### config.mk
export PLATFORM = sky130hd
export DESIGN_NAME = rcs_regs
export DESIGN_NICKNAME = d
export VERILOG_FILES = /design/src/rtl/rcs_pkg.sv /design/src/rtl/rcs_delay_timer.sv /design/src/rtl/rcs_regs.sv /design/src/rtl/rcs_spi_shift.sv
export SDC_FILE = /design/constraint.sdc
export NUM_CORES = 1
export LEC_CHECK = 0
export ABC_CLOCK_PERIOD_IN_PS = 2700
export BUFFER_PORTS_ARGS = -buffer_cell sky130_fd_sc_hd__buf_2
export CORE_MARGIN = 4
export CORE_UTILIZATION = 50
export CTS_BUF_LIST = sky130_fd_sc_hd__clkbuf_8
export DETAILED_ROUTE_END_ITERATION = 10
export HOLD_SLACK_MARGIN = 0.15
export PLACE_DENSITY_LB_ADDON = 0.1
export SLEW_MARGIN = 40
export SYNTH_ARGS = -nofsm -noshare
export SYNTH_HDL_FRONTEND = slang
export SYNTH_SLANG_ARGS = --single-unit
### constraint.sdc
create_clock -name mclk -period 2.7 [get_ports mclk]
set_clock_uncertainty 0.15 [all_clocks]
set_input_delay 0.27 -clock mclk [delete_from_list [all_inputs] [get_ports mclk]]
set_output_delay 0.27 -clock mclk [all_outputs]
set_load 0.02 [all_outputs]
### src/rtl/rcs_pkg.sv
// Purpose: constants for the radio configuration and status register bank
// Assumes: byte-wide spi frames, msb first, spi mode 0
// Notes: offsets are bank 0 register addresses
//
// Overview of operation
// - address_length_code selects 3, 4 or 5 byte addresses; 00 illegal; resets 11.
// - shorter widths use only the low bytes of stored addresses.
// - retransmit_delay waits 250 us per step, 250 us up to 4000 us.
// - retransmit_limit caps retries after failed ack; zero disables; resets 0011.
// - radio_channel is seven bits, resets to 2, top bit written zero.
// - low and high rate bits pick 1M, 2M, 250K, 2M; reset is 2M.
// - output_power_level at bits 2:1 of radio_setup, resets to 11.
// - status shifts out on miso while each command byte shifts in.
// - bank_indicator at bit 7 shows the bank; toggled by command plus 0x53.
// - receive_data_ready_flag at bit 6 set on new rx data, write one clears.
// - data_sent_flag at bit 5 set on sent packet, or on ack when enabled.
// - retry_limit_flag at bit 4 set at limit; must be cleared to continue.
// - pipe number at bits 3:1 shows head pipe; 111 means rx fifo empty.
// - transmit fifo full flag at bit 0 reads one when full.
// - lost_packet_counter at bits 7:4 counts lost packets, saturating at 15.
// - any write to radio_channel clears the lost packet counter.
// - retransmission_counter at bits 3:0 counts retries, cleared on new packet.
// - unmasked set flags drive the active-low interrupt pin low.
package rcs_pkg;
   localparam logic [4:0] ADDR_AW = 5'h03;
   localparam logic [4:0] ADDR_RETR = 5'h04;
   localparam logic [4:0] ADDR_CHAN = 5'h05;
   localparam logic [4:0] ADDR_RFSET = 5'h06;
   localparam logic [4:0] ADDR_STATUS = 5'h07;
   localparam logic [4:0] ADDR_OBS = 5'h08;
   localparam logic [1:0] RST_AW = 2'h3;
   localparam logic [7:0] RST_RETR = 8'h03;
   localparam logic [6:0] RST_CHAN = 7'h02;
   localparam logic [5:0] RST_RFSET = 6'h0f;
   localparam logic [2:0] PIPE_EMPTY = 3'h7;
   localparam logic [3:0] CNT_MAX = 4'hf;
   // spi commands
   localparam logic [2:0] CMD_RD = 3'h0;
   localparam logic [2:0] CMD_WR = 3'h1;
   localparam logic [7:0] CMD_TOGGLE = 8'h50;
   localparam logic [7:0] TOGGLE_KEY = 8'h53;
   localparam logic [7:0] CMD_NOP = 8'hff;
   // status bit positions
   localparam int BIT_BANK = 7;
   localparam int BIT_RXDR = 6;
   localparam int BIT_TXDS = 5;
   localparam int BIT_MAXRT = 4;
   localparam int BIT_TXFULL = 0;
   // retransmit delay
   localparam int DELAY_STEP_US = 250;
   localparam int CLK_MHZ = 200;
   localparam int DELAY_STEP_CYC = DELAY_STEP_US * CLK_MHZ;
   typedef enum logic [1:0] {
      RCS_IDLE = 2'b00,
      RCS_DATA = 2'b01,
      RCS_KEY = 2'b10,
      RCS_SKIP = 2'b11
   } rcs_frame_t;
endpackage : rcs_pkg

### src/rtl/rcs_delay_timer.sv
// Purpose: retransmit delay timer
// Assumes: start is a one-cycle pulse
// Notes: expires after (code+1) steps of 250 us
`timescale 1ns/10ps
module rcs_delay_timer #(
   parameter int STEP_CYC = rcs_pkg::DELAY_STEP_CYC
) (
   input wire logic mclk,
   input wire logic rstn,
   input wire logic start,
   input wire logic [3:0] code,
   output logic busy,
   output logic expire
);
   logic [15:0] tick;
   logic [4:0] steps;
   wire step_end = (tick == 16'(STEP_CYC - 1));

   always_ff @(posedge mclk) begin
      if (!rstn) begin
         tick <= 16'h0000;
         steps <= 5'h00;
         busy <= 1'b0;
         expire <= 1'b0;
      end else begin
         expire <= 1'b0;
         if (start) begin
            tick <= 16'h0000;
            steps <= {1'b0, code} + 5'h01;
            busy <= 1'b1;
         end else if (busy) begin
            tick <= step_end ? 16'h0000 : tick + 16'h0001;
            if (step_end) begin
               steps <= steps - 5'h01;
               if (steps == 5'h01) begin
                  busy <= 1'b0;
                  expire <= 1'b1;
               end
            end
         end
      end
   end
endmodule : rcs_delay_timer

### src/rtl/rcs_regs.sv
// Purpose: bank 0 config and status registers 03..08 behind spi
// Assumes: packet engine gives one-cycle event pulses on mclk
// Notes: spi pins pass two flops inside the shifter
`timescale 1ns/10ps
module rcs_regs #(
   parameter int STEP_CYC = rcs_pkg::DELAY_STEP_CYC
) (
   input wire logic mclk,
   input wire logic rstn,
   input wire logic sck,
   input wire logic csn,
   input wire logic mosi,
   output logic miso,
   output logic miso_oe,
   output logic irq_n,
   input wire logic rx_arrived,
   input wire logic tx_done,
   input wire logic ack_rcvd,
   input wire logic ack_fail,
   input wire logic new_packet,
   input wire logic auto_ack_on,
   input wire logic [2:0] head_pipe,
   input wire logic tx_fifo_full,
   input wire logic [2:0] irq_mask,
   output logic [1:0] address_length_code,
   output logic [2:0] addr_bytes,
   output logic [3:0] retransmit_delay,
   output logic [3:0] retransmit_limit,
   output logic [6:0] radio_channel,
   output logic low_rate_select,
   output logic high_rate_select,
   output logic [1:0] output_power_level,
   output logic [1:0] air_rate,
   output logic retry_go,
   output logic retry_wait,
   output logic tx_blocked
);
   ////////////////////////////////////////////////////////////////////////
   // spi front end
   logic [7:0] status;
   logic byte_done, frame_start, frame_active;
   logic [7:0] rx_byte;
   logic [7:0] load_byte;

   rcs_spi_shift u_shift (
      .mclk(mclk),
      .rstn(rstn),
      .sck(sck),
      .csn(csn),
      .mosi(mosi),
      .load_byte(load_byte),
      .miso(miso),
      .miso_oe(miso_oe),
      .frame_start(frame_start),
      .frame_active(frame_active),
      .byte_done(byte_done),
      .rx_byte(rx_byte)
   );

   ////////////////////////////////////////////////////////////////////////
   // frame decode
   rcs_pkg::rcs_frame_t state, next_state;
   logic first_byte;
   logic is_write;
   logic [4:0] reg_addr;
   logic [7:0] rd_data;

   wire cmd_rd = byte_done & first_byte & (rx_byte[7:5] == rcs_pkg::CMD_RD);
   wire cmd_wr = byte_done & first_byte & (rx_byte[7:5] == rcs_pkg::CMD_WR);
   wire cmd_tog = byte_done & first_byte & (rx_byte == rcs_pkg::CMD_TOGGLE);
   wire data_byte = byte_done & (state == rcs_pkg::RCS_DATA);
   wire wr_strobe = data_byte & is_write;
   wire key_ok = byte_done & (state == rcs_pkg::RCS_KEY) &
                 (rx_byte == rcs_pkg::TOGGLE_KEY);
   wire wr_aw = wr_strobe & (reg_addr == rcs_pkg::ADDR_AW);
   wire wr_retr = wr_strobe & (reg_addr == rcs_pkg::ADDR_RETR);
   wire wr_chan = wr_strobe & (reg_addr == rcs_pkg::ADDR_CHAN);
   wire wr_rfset = wr_strobe & (reg_addr == rcs_pkg::ADDR_RFSET);
   wire wr_stat = wr_strobe & (reg_addr == rcs_pkg::ADDR_STATUS);

   // status first, then read data on each later byte
   assign load_byte = (state == rcs_pkg::RCS_DATA && !is_write &&
                       !first_byte) ? rd_data : status;

   always_comb begin
      next_state = state;
      if (cmd_rd || cmd_wr) begin
         next_state = rcs_pkg::RCS_DATA;
      end else if (cmd_tog) begin
         next_state = rcs_pkg::RCS_KEY;
      end else if (byte_done && first_byte) begin
         next_state = rcs_pkg::RCS_SKIP;
      end else if (byte_done && state == rcs_pkg::RCS_KEY) begin
         next_state = rcs_pkg::RCS_SKIP;
      end
   end

   always_ff @(posedge mclk) begin
      if (!rstn || !frame_active) begin
         state <= rcs_pkg::RCS_IDLE;
         first_byte <= 1'b1;
      end else begin
         state <= next_state;
         if (byte_done) begin
            first_byte <= 1'b0;
         end
      end
   end

   always_ff @(posedge mclk) begin
      if (!rstn) begin
         is_write <= 1'b0;
         reg_addr <= 5'h00;
      end else if (cmd_rd || cmd_wr) begin
         is_write <= cmd_wr;
         reg_addr <= rx_byte[4:0];
      end
   end

   ////////////////////////////////////////////////////////////////////////
   // configuration registers
   logic bank;
   logic rx_gain_high;
   logic rx_flag, tx_flag, rt_flag;
   logic [3:0] lost_cnt, retry_cnt;

   always_ff @(posedge mclk) begin
      if (!rstn) begin
         address_length_code <= rcs_pkg::RST_AW;
         {retransmit_delay, retransmit_limit} <= rcs_pkg::RST_RETR;
         radio_channel <= rcs_pkg::RST_CHAN;
         low_rate_select <= rcs_pkg::RST_RFSET[5];
         high_rate_select <= rcs_pkg::RST_RFSET[3];
         output_power_level <= rcs_pkg::RST_RFSET[2:1];
         rx_gain_high <= rcs_pkg::RST_RFSET[0];
      end else begin
         if (wr_aw && rx_byte[1:0] != 2'h0) begin
            address_length_code <= rx_byte[1:0];
         end
         if (wr_retr) begin
            {retransmit_delay, retransmit_limit} <= rx_byte;
         end
         if (wr_chan) begin
            radio_channel <= rx_byte[6:0];
         end
         if (wr_rfset) begin
            low_rate_select <= rx_byte[5];
            high_rate_select <= rx_byte[3];
            output_power_level <= rx_byte[2:1];
            rx_gain_high <= rx_byte[0];
         end
      end
   end

   // byte count: low bytes of stored address used
   assign addr_bytes = {1'b0, address_length_code} + 3'h2;

   // 0 = 1M, 1 = 2M, 2 = 250K
   assign air_rate = low_rate_select ? (high_rate_select ? 2'h1 : 2'h2) :
                     (high_rate_select ? 2'h1 : 2'h0);

   always_ff @(posedge mclk) begin
      if (!rstn) begin
         bank <= 1'b0;
      end else if (key_ok) begin
         bank <= ~bank;
      end
   end

   ////////////////////////////////////////////////////////////////////////
   // sticky flags: set wins over write-one clear
   wire tx_event = auto_ack_on ? ack_rcvd : tx_done;
   wire limit_hit = ack_fail & (retry_cnt >= retransmit_limit);

   always_ff @(posedge mclk) begin
      if (!rstn) begin
         rx_flag <= 1'b0;
         tx_flag <= 1'b0;
         rt_flag <= 1'b0;
      end else begin
         rx_flag <= rx_arrived |
                    (rx_flag & ~(wr_stat & rx_byte[rcs_pkg::BIT_RXDR]));
         tx_flag <= tx_event |
                    (tx_flag & ~(wr_stat & rx_byte[rcs_pkg::BIT_TXDS]));
         rt_flag <= limit_hit |
                    (rt_flag & ~(wr_stat & rx_byte[rcs_pkg::BIT_MAXRT]));
      end
   end

   assign tx_blocked = rt_flag;

   assign status = {bank, rx_flag, tx_flag, rt_flag,
                    (head_pipe == 3'h6) ? rcs_pkg::PIPE_EMPTY : head_pipe,
                    tx_fifo_full};

   ////////////////////////////////////////////////////////////////////////
   // transmit observation counters
   always_ff @(posedge mclk) begin
      if (!rstn || wr_chan) begin
         lost_cnt <= 4'h0;
      end else if (limit_hit && lost_cnt != rcs_pkg::CNT_MAX) begin
         lost_cnt <= lost_cnt + 4'h1;
      end
   end

   wire retry_due = ack_fail & ~limit_hit & (retransmit_limit != 4'h0);

   always_ff @(posedge mclk) begin
      if (!rstn || new_packet) begin
         retry_cnt <= 4'h0;
      end else if (retry_go && retry_cnt != rcs_pkg::CNT_MAX) begin
         retry_cnt <= retry_cnt + 4'h1;
      end
   end

   rcs_delay_timer #(
      .STEP_CYC(STEP_CYC)
   ) u_timer (
      .mclk(mclk),
      .rstn(rstn),
      .start(retry_due),
      .code(retransmit_delay),
      .busy(retry_wait),
      .expire(retry_go)
   );

   ////////////////////////////////////////////////////////////////////////
   // register read mux and interrupt pin
   always_comb begin
      unique case (reg_addr)
         rcs_pkg::ADDR_AW: rd_data = {6'h00, address_length_code};
         rcs_pkg::ADDR_RETR: rd_data = {retransmit_delay, retransmit_limit};
         rcs_pkg::ADDR_CHAN: rd_data = {1'b0, radio_channel};
         rcs_pkg::ADDR_RFSET: rd_data = {2'h0, low_rate_select, 1'b0,
                                         high_rate_select, output_power_level,
                                         rx_gain_high};
         rcs_pkg::ADDR_STATUS: rd_data = status;
         rcs_pkg::ADDR_OBS: rd_data = {lost_cnt, retry_cnt};
         default: rd_data = 8'h00;
      endcase
   end

   always_ff @(posedge mclk) begin
      if (!rstn) begin
         irq_n <= 1'b1;
      end else begin
         irq_n <= ~((rx_flag & ~irq_mask[2]) | (tx_flag & ~irq_mask[1]) |
                    (rt_flag & ~irq_mask[0]));
      end
   end
endmodule : rcs_regs

### src/rtl/rcs_spi_shift.sv
// Purpose: spi byte shifter sampled on mclk
// Assumes: mode 0, msb first, pins synchronised here
// Notes: byte_done pulses after the eighth rising sck edge
`timescale 1ns/10ps
module rcs_spi_shift (
   input wire logic mclk,
   input wire logic rstn,
   input wire logic sck,
   input wire logic csn,
   input wire logic mosi,
   input wire logic [7:0] load_byte,
   output logic miso,
   output logic miso_oe,
   output logic frame_start,
   output logic frame_active,
   output logic byte_done,
   output logic [7:0] rx_byte
);
   logic [1:0] sck_m, csn_m, mosi_m;
   logic sck_d, csn_d;
   logic [2:0] bit_cnt;
   logic [7:0] shreg, txreg;
   wire sck_s = sck_m[1];
   wire csn_s = csn_m[1];
   wire mosi_s = mosi_m[1];
   wire rise = sck_s & ~sck_d;
   wire fall = ~sck_s & sck_d;
   wire start = ~csn_s & csn_d;
   wire [7:0] next_shreg = {shreg[6:0], mosi_s};

   always_ff @(posedge mclk) begin
      if (!rstn) begin
         sck_m <= 2'h0;
         csn_m <= 2'h3;
         mosi_m <= 2'h0;
      end else begin
         sck_m <= {sck_m[0], sck};
         csn_m <= {csn_m[0], csn};
         mosi_m <= {mosi_m[0], mosi};
      end
   end

   always_ff @(posedge mclk) begin
      if (!rstn) begin
         sck_d <= 1'b0;
         csn_d <= 1'b1;
      end else begin
         sck_d <= sck_s;
         csn_d <= csn_s;
      end
   end

   assign frame_start = start;
   assign frame_active = ~csn_s;
   // strobe registered so it lines up with rx_byte
   wire last_rise = ~csn_s & rise & (bit_cnt == 3'h7);

   always_ff @(posedge mclk) begin
      if (!rstn || csn_s) begin
         bit_cnt <= 3'h0;
         shreg <= 8'h00;
      end else if (rise) begin
         bit_cnt <= bit_cnt + 3'h1;
         shreg <= next_shreg;
      end
   end

   always_ff @(posedge mclk) begin
      if (!rstn) begin
         rx_byte <= 8'h00;
         byte_done <= 1'b0;
      end else begin
         byte_done <= last_rise;
         if (last_rise) begin
            rx_byte <= next_shreg;
         end
      end
   end

   // first bit out at frame start, later bits on falling sck
   always_ff @(posedge mclk) begin
      if (!rstn) begin
         txreg <= 8'h00;
         miso <= 1'b0;
      end else if (start || (fall && bit_cnt == 3'h0 && !csn_s)) begin
         txreg <= {load_byte[6:0], 1'b0};
         miso <= load_byte[7];
      end else if (fall && !csn_s) begin
         txreg <= {txreg[6:0], 1'b0};
         miso <= txreg[7];
      end
   end

   assign miso_oe = ~csn_s;
endmodule : rcs_spi_shift
==> impl_metrics.tcl <==
set metrics [dict create \
    portBuffers 49 \
    start_util 0.514 \
    clock_sinks 102 \
    die_height_um 105 \
    crit_type "register to register" \
    route.detailed.drc 0 \
    synth_edf_count 0 \
    rsz0062_at_grt "false" \
    drtAntennaViolNets 0 \
    min-delay-start "head_pipe[1]" \
    syn_to_final_growth_pct 14.1 \
    critPathArrivalTime_ns 2.42 \
    place_hpwl_um 8420 \
    p_leak_uw 0.00205 \
    wirelength_um 11700 \
    grt.overflow.total 0 \
    cts-root-buf "clkbuf_8" \
    synth_ff_type "dfxtp_1" \
    outcome "completed" \
    gp_congestion 0.890 \
    grt_pass1_vias 3930 \
    startpoint "retry_cnt[0]$_SDFFE_PP0P_" \
    internal_power_uw 2020 \
    reg2reg_from "retry_cnt[0]$_SDFFE_PP0P_" \
    cts_setup_buffers 0 \
    cts_resized 0 \
    dr.max_layer_used "met4" \
    maxCapViolations 0 \
    finalCriticalPeriod_ns 2.32 \
    cts_tree "yes" \
    tns_ns 0 \
    power_frac_clock 0.383 \
    fp.coreArea_mm2 0.00924 \
    syn_area_mm2 0.00475 \
    post_synth.cell_area_avg_um2 8.75 \
    wl_per_cell_um 16.1 \
    cts_max_level 3 \
    cp-end-kind "register" \
    grt_pass1_wl_um 19500 \
    layout_common_cells "102 x dfxtp_1, 78 x nand2_1, 49 x buf_2" \
    mostFrequentLayoutCell "dfxtp_1" \
    crit_fanout 13 \
    seqPwrFrac 0.573 \
    drt-vias-per-instance 5.61 \
    relSlewSlack 0.558 \
    swShare 0.246 \
    start_kind "register" \
    drt_iter0_drc 197 \
    ys.warnings.count 0 \
    power_density_mw_per_mm2 495 \
    drv_slew 0 \
    critPathMaxStageDelay_ns 0.53 \
    seq_area_frac_synth 0.430 \
    crit_required_ns 2.80 \
    drt_first_pass_iters 5 \
    hold_viol 0 \
    met2_length_um 5550 \
    crit_slowest_cell "a2111oi_1" \
    peakVddDrop_v 0.000267 \
    clkLatencyLatePin_ns 0.36 \
    numCtsBuffers 9 \
    finish.utilization 0.587 \
    hold_class "input port to register" \
    die_x_um 105 \
    ys_types 67 \
    syn-num-nets 574 \
    gr-usage-all-layers 0.213 \
    cts.reportedPaths.clkPinSlew_ns 0.10 \
    syn_inst 543 \
    antenna_found_initial 0 \
    wl_met1_um 5530 \
    vias 4092 \
    n_antenna_cell 0 \
    fmaxAchievable_mhz 431 \
    async_flop_share 0 \
    setup_viol 0 \
    worst_pin_slew_ns 0.661 \
    power_switching_uw 660 \
    clock_path_buffers 2 \
    combPwrFrac 0.044 \
    cp_cell_sequence "inv_1 > ha_1 > nand2b_1 > a2111oi_1 > o211ai_1 > buf_4 > nand3_2 > nor2_1" \
    dieArea_mm2 0.0111 \
    met3_length_um 459 \
    drive_gt1_frac 0.148 \
    nets 626 \
    fin_crit_sh 0.860 \
    num_io_pins 50 \
    synth-seq-cells 102 \
    grt_max_degree 37 \
    rows 35 \
]
-- area by class of cell --
class | count | area [um^2]
clock buffers | 9 | 124
clock inverters | 7 | 91.3
fillers | 848 | 3820
inverters | 19 | 71.3
multi-input cells | 393 | 2500
flip-flops and latches | 102 | 2040
well taps | 129 | 161
repair buffers | 70 | 430
-- logic make-up after synthesis --
logic type,count (synthesis),share of synthesized area
flip-flops,102,0.430
AND/OR/NAND/NOR,231,0.251
adder cells (fa/ha/maj),13,0.0342
XOR/XNOR,23,0.0424
buffers and inverters,48,0.0448
multiplexers,29,0.0692
AO/OA/AOI/OAI,97,0.128
-- layer usage --
metal | vias to the layer above | global-route usage
met5 | - | 0
met2 | 103 | 0.348
met4 | 0 | 0.0666
met3 | 17 | 0.0269
met1 | 1962 | 0.294
li1 | 2010 | -
-- worst paths after layout --
check        slack, ns                            end  cells past startpoint
max               0.38  u_timer.tick[13]$_SDFFE_PP0P_                      8
min               0.22  u_shift.txreg[3]$_SDFFE_PN0P_                      4
max reg2reg       0.38  u_timer.tick[13]$_SDFFE_PP0P_                      8
min reg2reg       0.29    u_shift.csn_m[1]$_SDFF_PN1_                      1
-- Yosys cell counts (3+ instances only) --
library cell,n,share of area
buf_2,3,0.0032
nor3b_1,6,0.0095
a31oi_1,9,0.012
nor2b_1,5,0.0066
and3_1,11,0.014
ha_1,13,0.034
nor3_1,12,0.013
dfxtp_1,102,0.43
a21o_1,4,0.0063
nor4b_1,3,0.0055
buf_4,3,0.0047
nor2_1,45,0.036
nand2_1,78,0.062
o21ai_0,16,0.017
nand4_1,8,0.011
and2_1,8,0.011
nand3_1,20,0.021
clkbuf_1,20,0.016
o211ai_1,4,0.0063
inv_1,17,0.013
a21oi_1,40,0.042
nand2b_1,8,0.011
xor2_1,11,0.020
mux4_2,3,0.014
o21a_1,3,0.0047
nand3b_1,5,0.0079
xnor2_1,12,0.022
or3_1,3,0.0039
mux2i_1,25,0.053
-- critical path, delay by kind of cell, from the launching register on --
kind | cells | cell delay [ns]
buffers and inverters | 2 | 0.29
AO/OA/AOI/OAI | 2 | 0.67
flip-flops | 1 | 0.40
adder cells (fa/ha/maj) | 1 | 0.26
AND/OR/NAND/NOR | 3 | 0.44
-- state kept, by name, summed over array words and instances (netlist names), 2 cells and up --
| register | cells |
|---|---|
| u_shift.shreg | 7 |
| retransmit_limit | 4 |
| u_shift.mosi_m | 2 |
| reg_addr | 5 |
| retransmit_delay | 4 |
| radio_channel | 7 |
| u_shift.sck_m | 2 |
| u_timer.tick | 16 |
| output_power_level | 2 |
| lost_cnt | 4 |
| u_shift.csn_m | 2 |
| address_length_code | 2 |
| u_shift.bit_cnt | 3 |
| u_timer.steps | 5 |
| retry_cnt | 4 |
| state | 2 |
| u_shift.rx_byte | 8 |
| u_shift.txreg | 7 |
-- per-stage QoR --
step | cells | hold WS [ns] | total power (uW) | worst slack, ns | cell area [um^2]
2_1_floorplan | 543 | 0.221 | 1640 | 0.424 | 4750
3_3_place_gp | 702 | 0.248 | 1670 | 0.421 | 5090
3_5_place_dp | 702 | 0.258 | 1680 | 0.376 | 5090
4_1_cts | 729 | 0.198 | 2710 | 0.356 | 5420
5_1_grt | 729 | 0.226 | 2790 | 0.180 | 5420
6_report | 729 | 0.215 | 2680 | 0.377 | 5420
-- power groups by stage --
stage	Clock, uW	Sequential [uW]	Combinational [uW]
floorplan	0	1570	71.5
global placement	0	1570	103
detailed placement	0	1570	105
CTS	1050	1540	118
global route	1120	1540	132
finish	1030	1540	118
-- repair_timing --
item                                   CTS  global route
hold buffers                            11             0
setup endpoints to repair                0             0
endpoints found under the hold margin   15             0
Power figures use the tool's default switching activity.
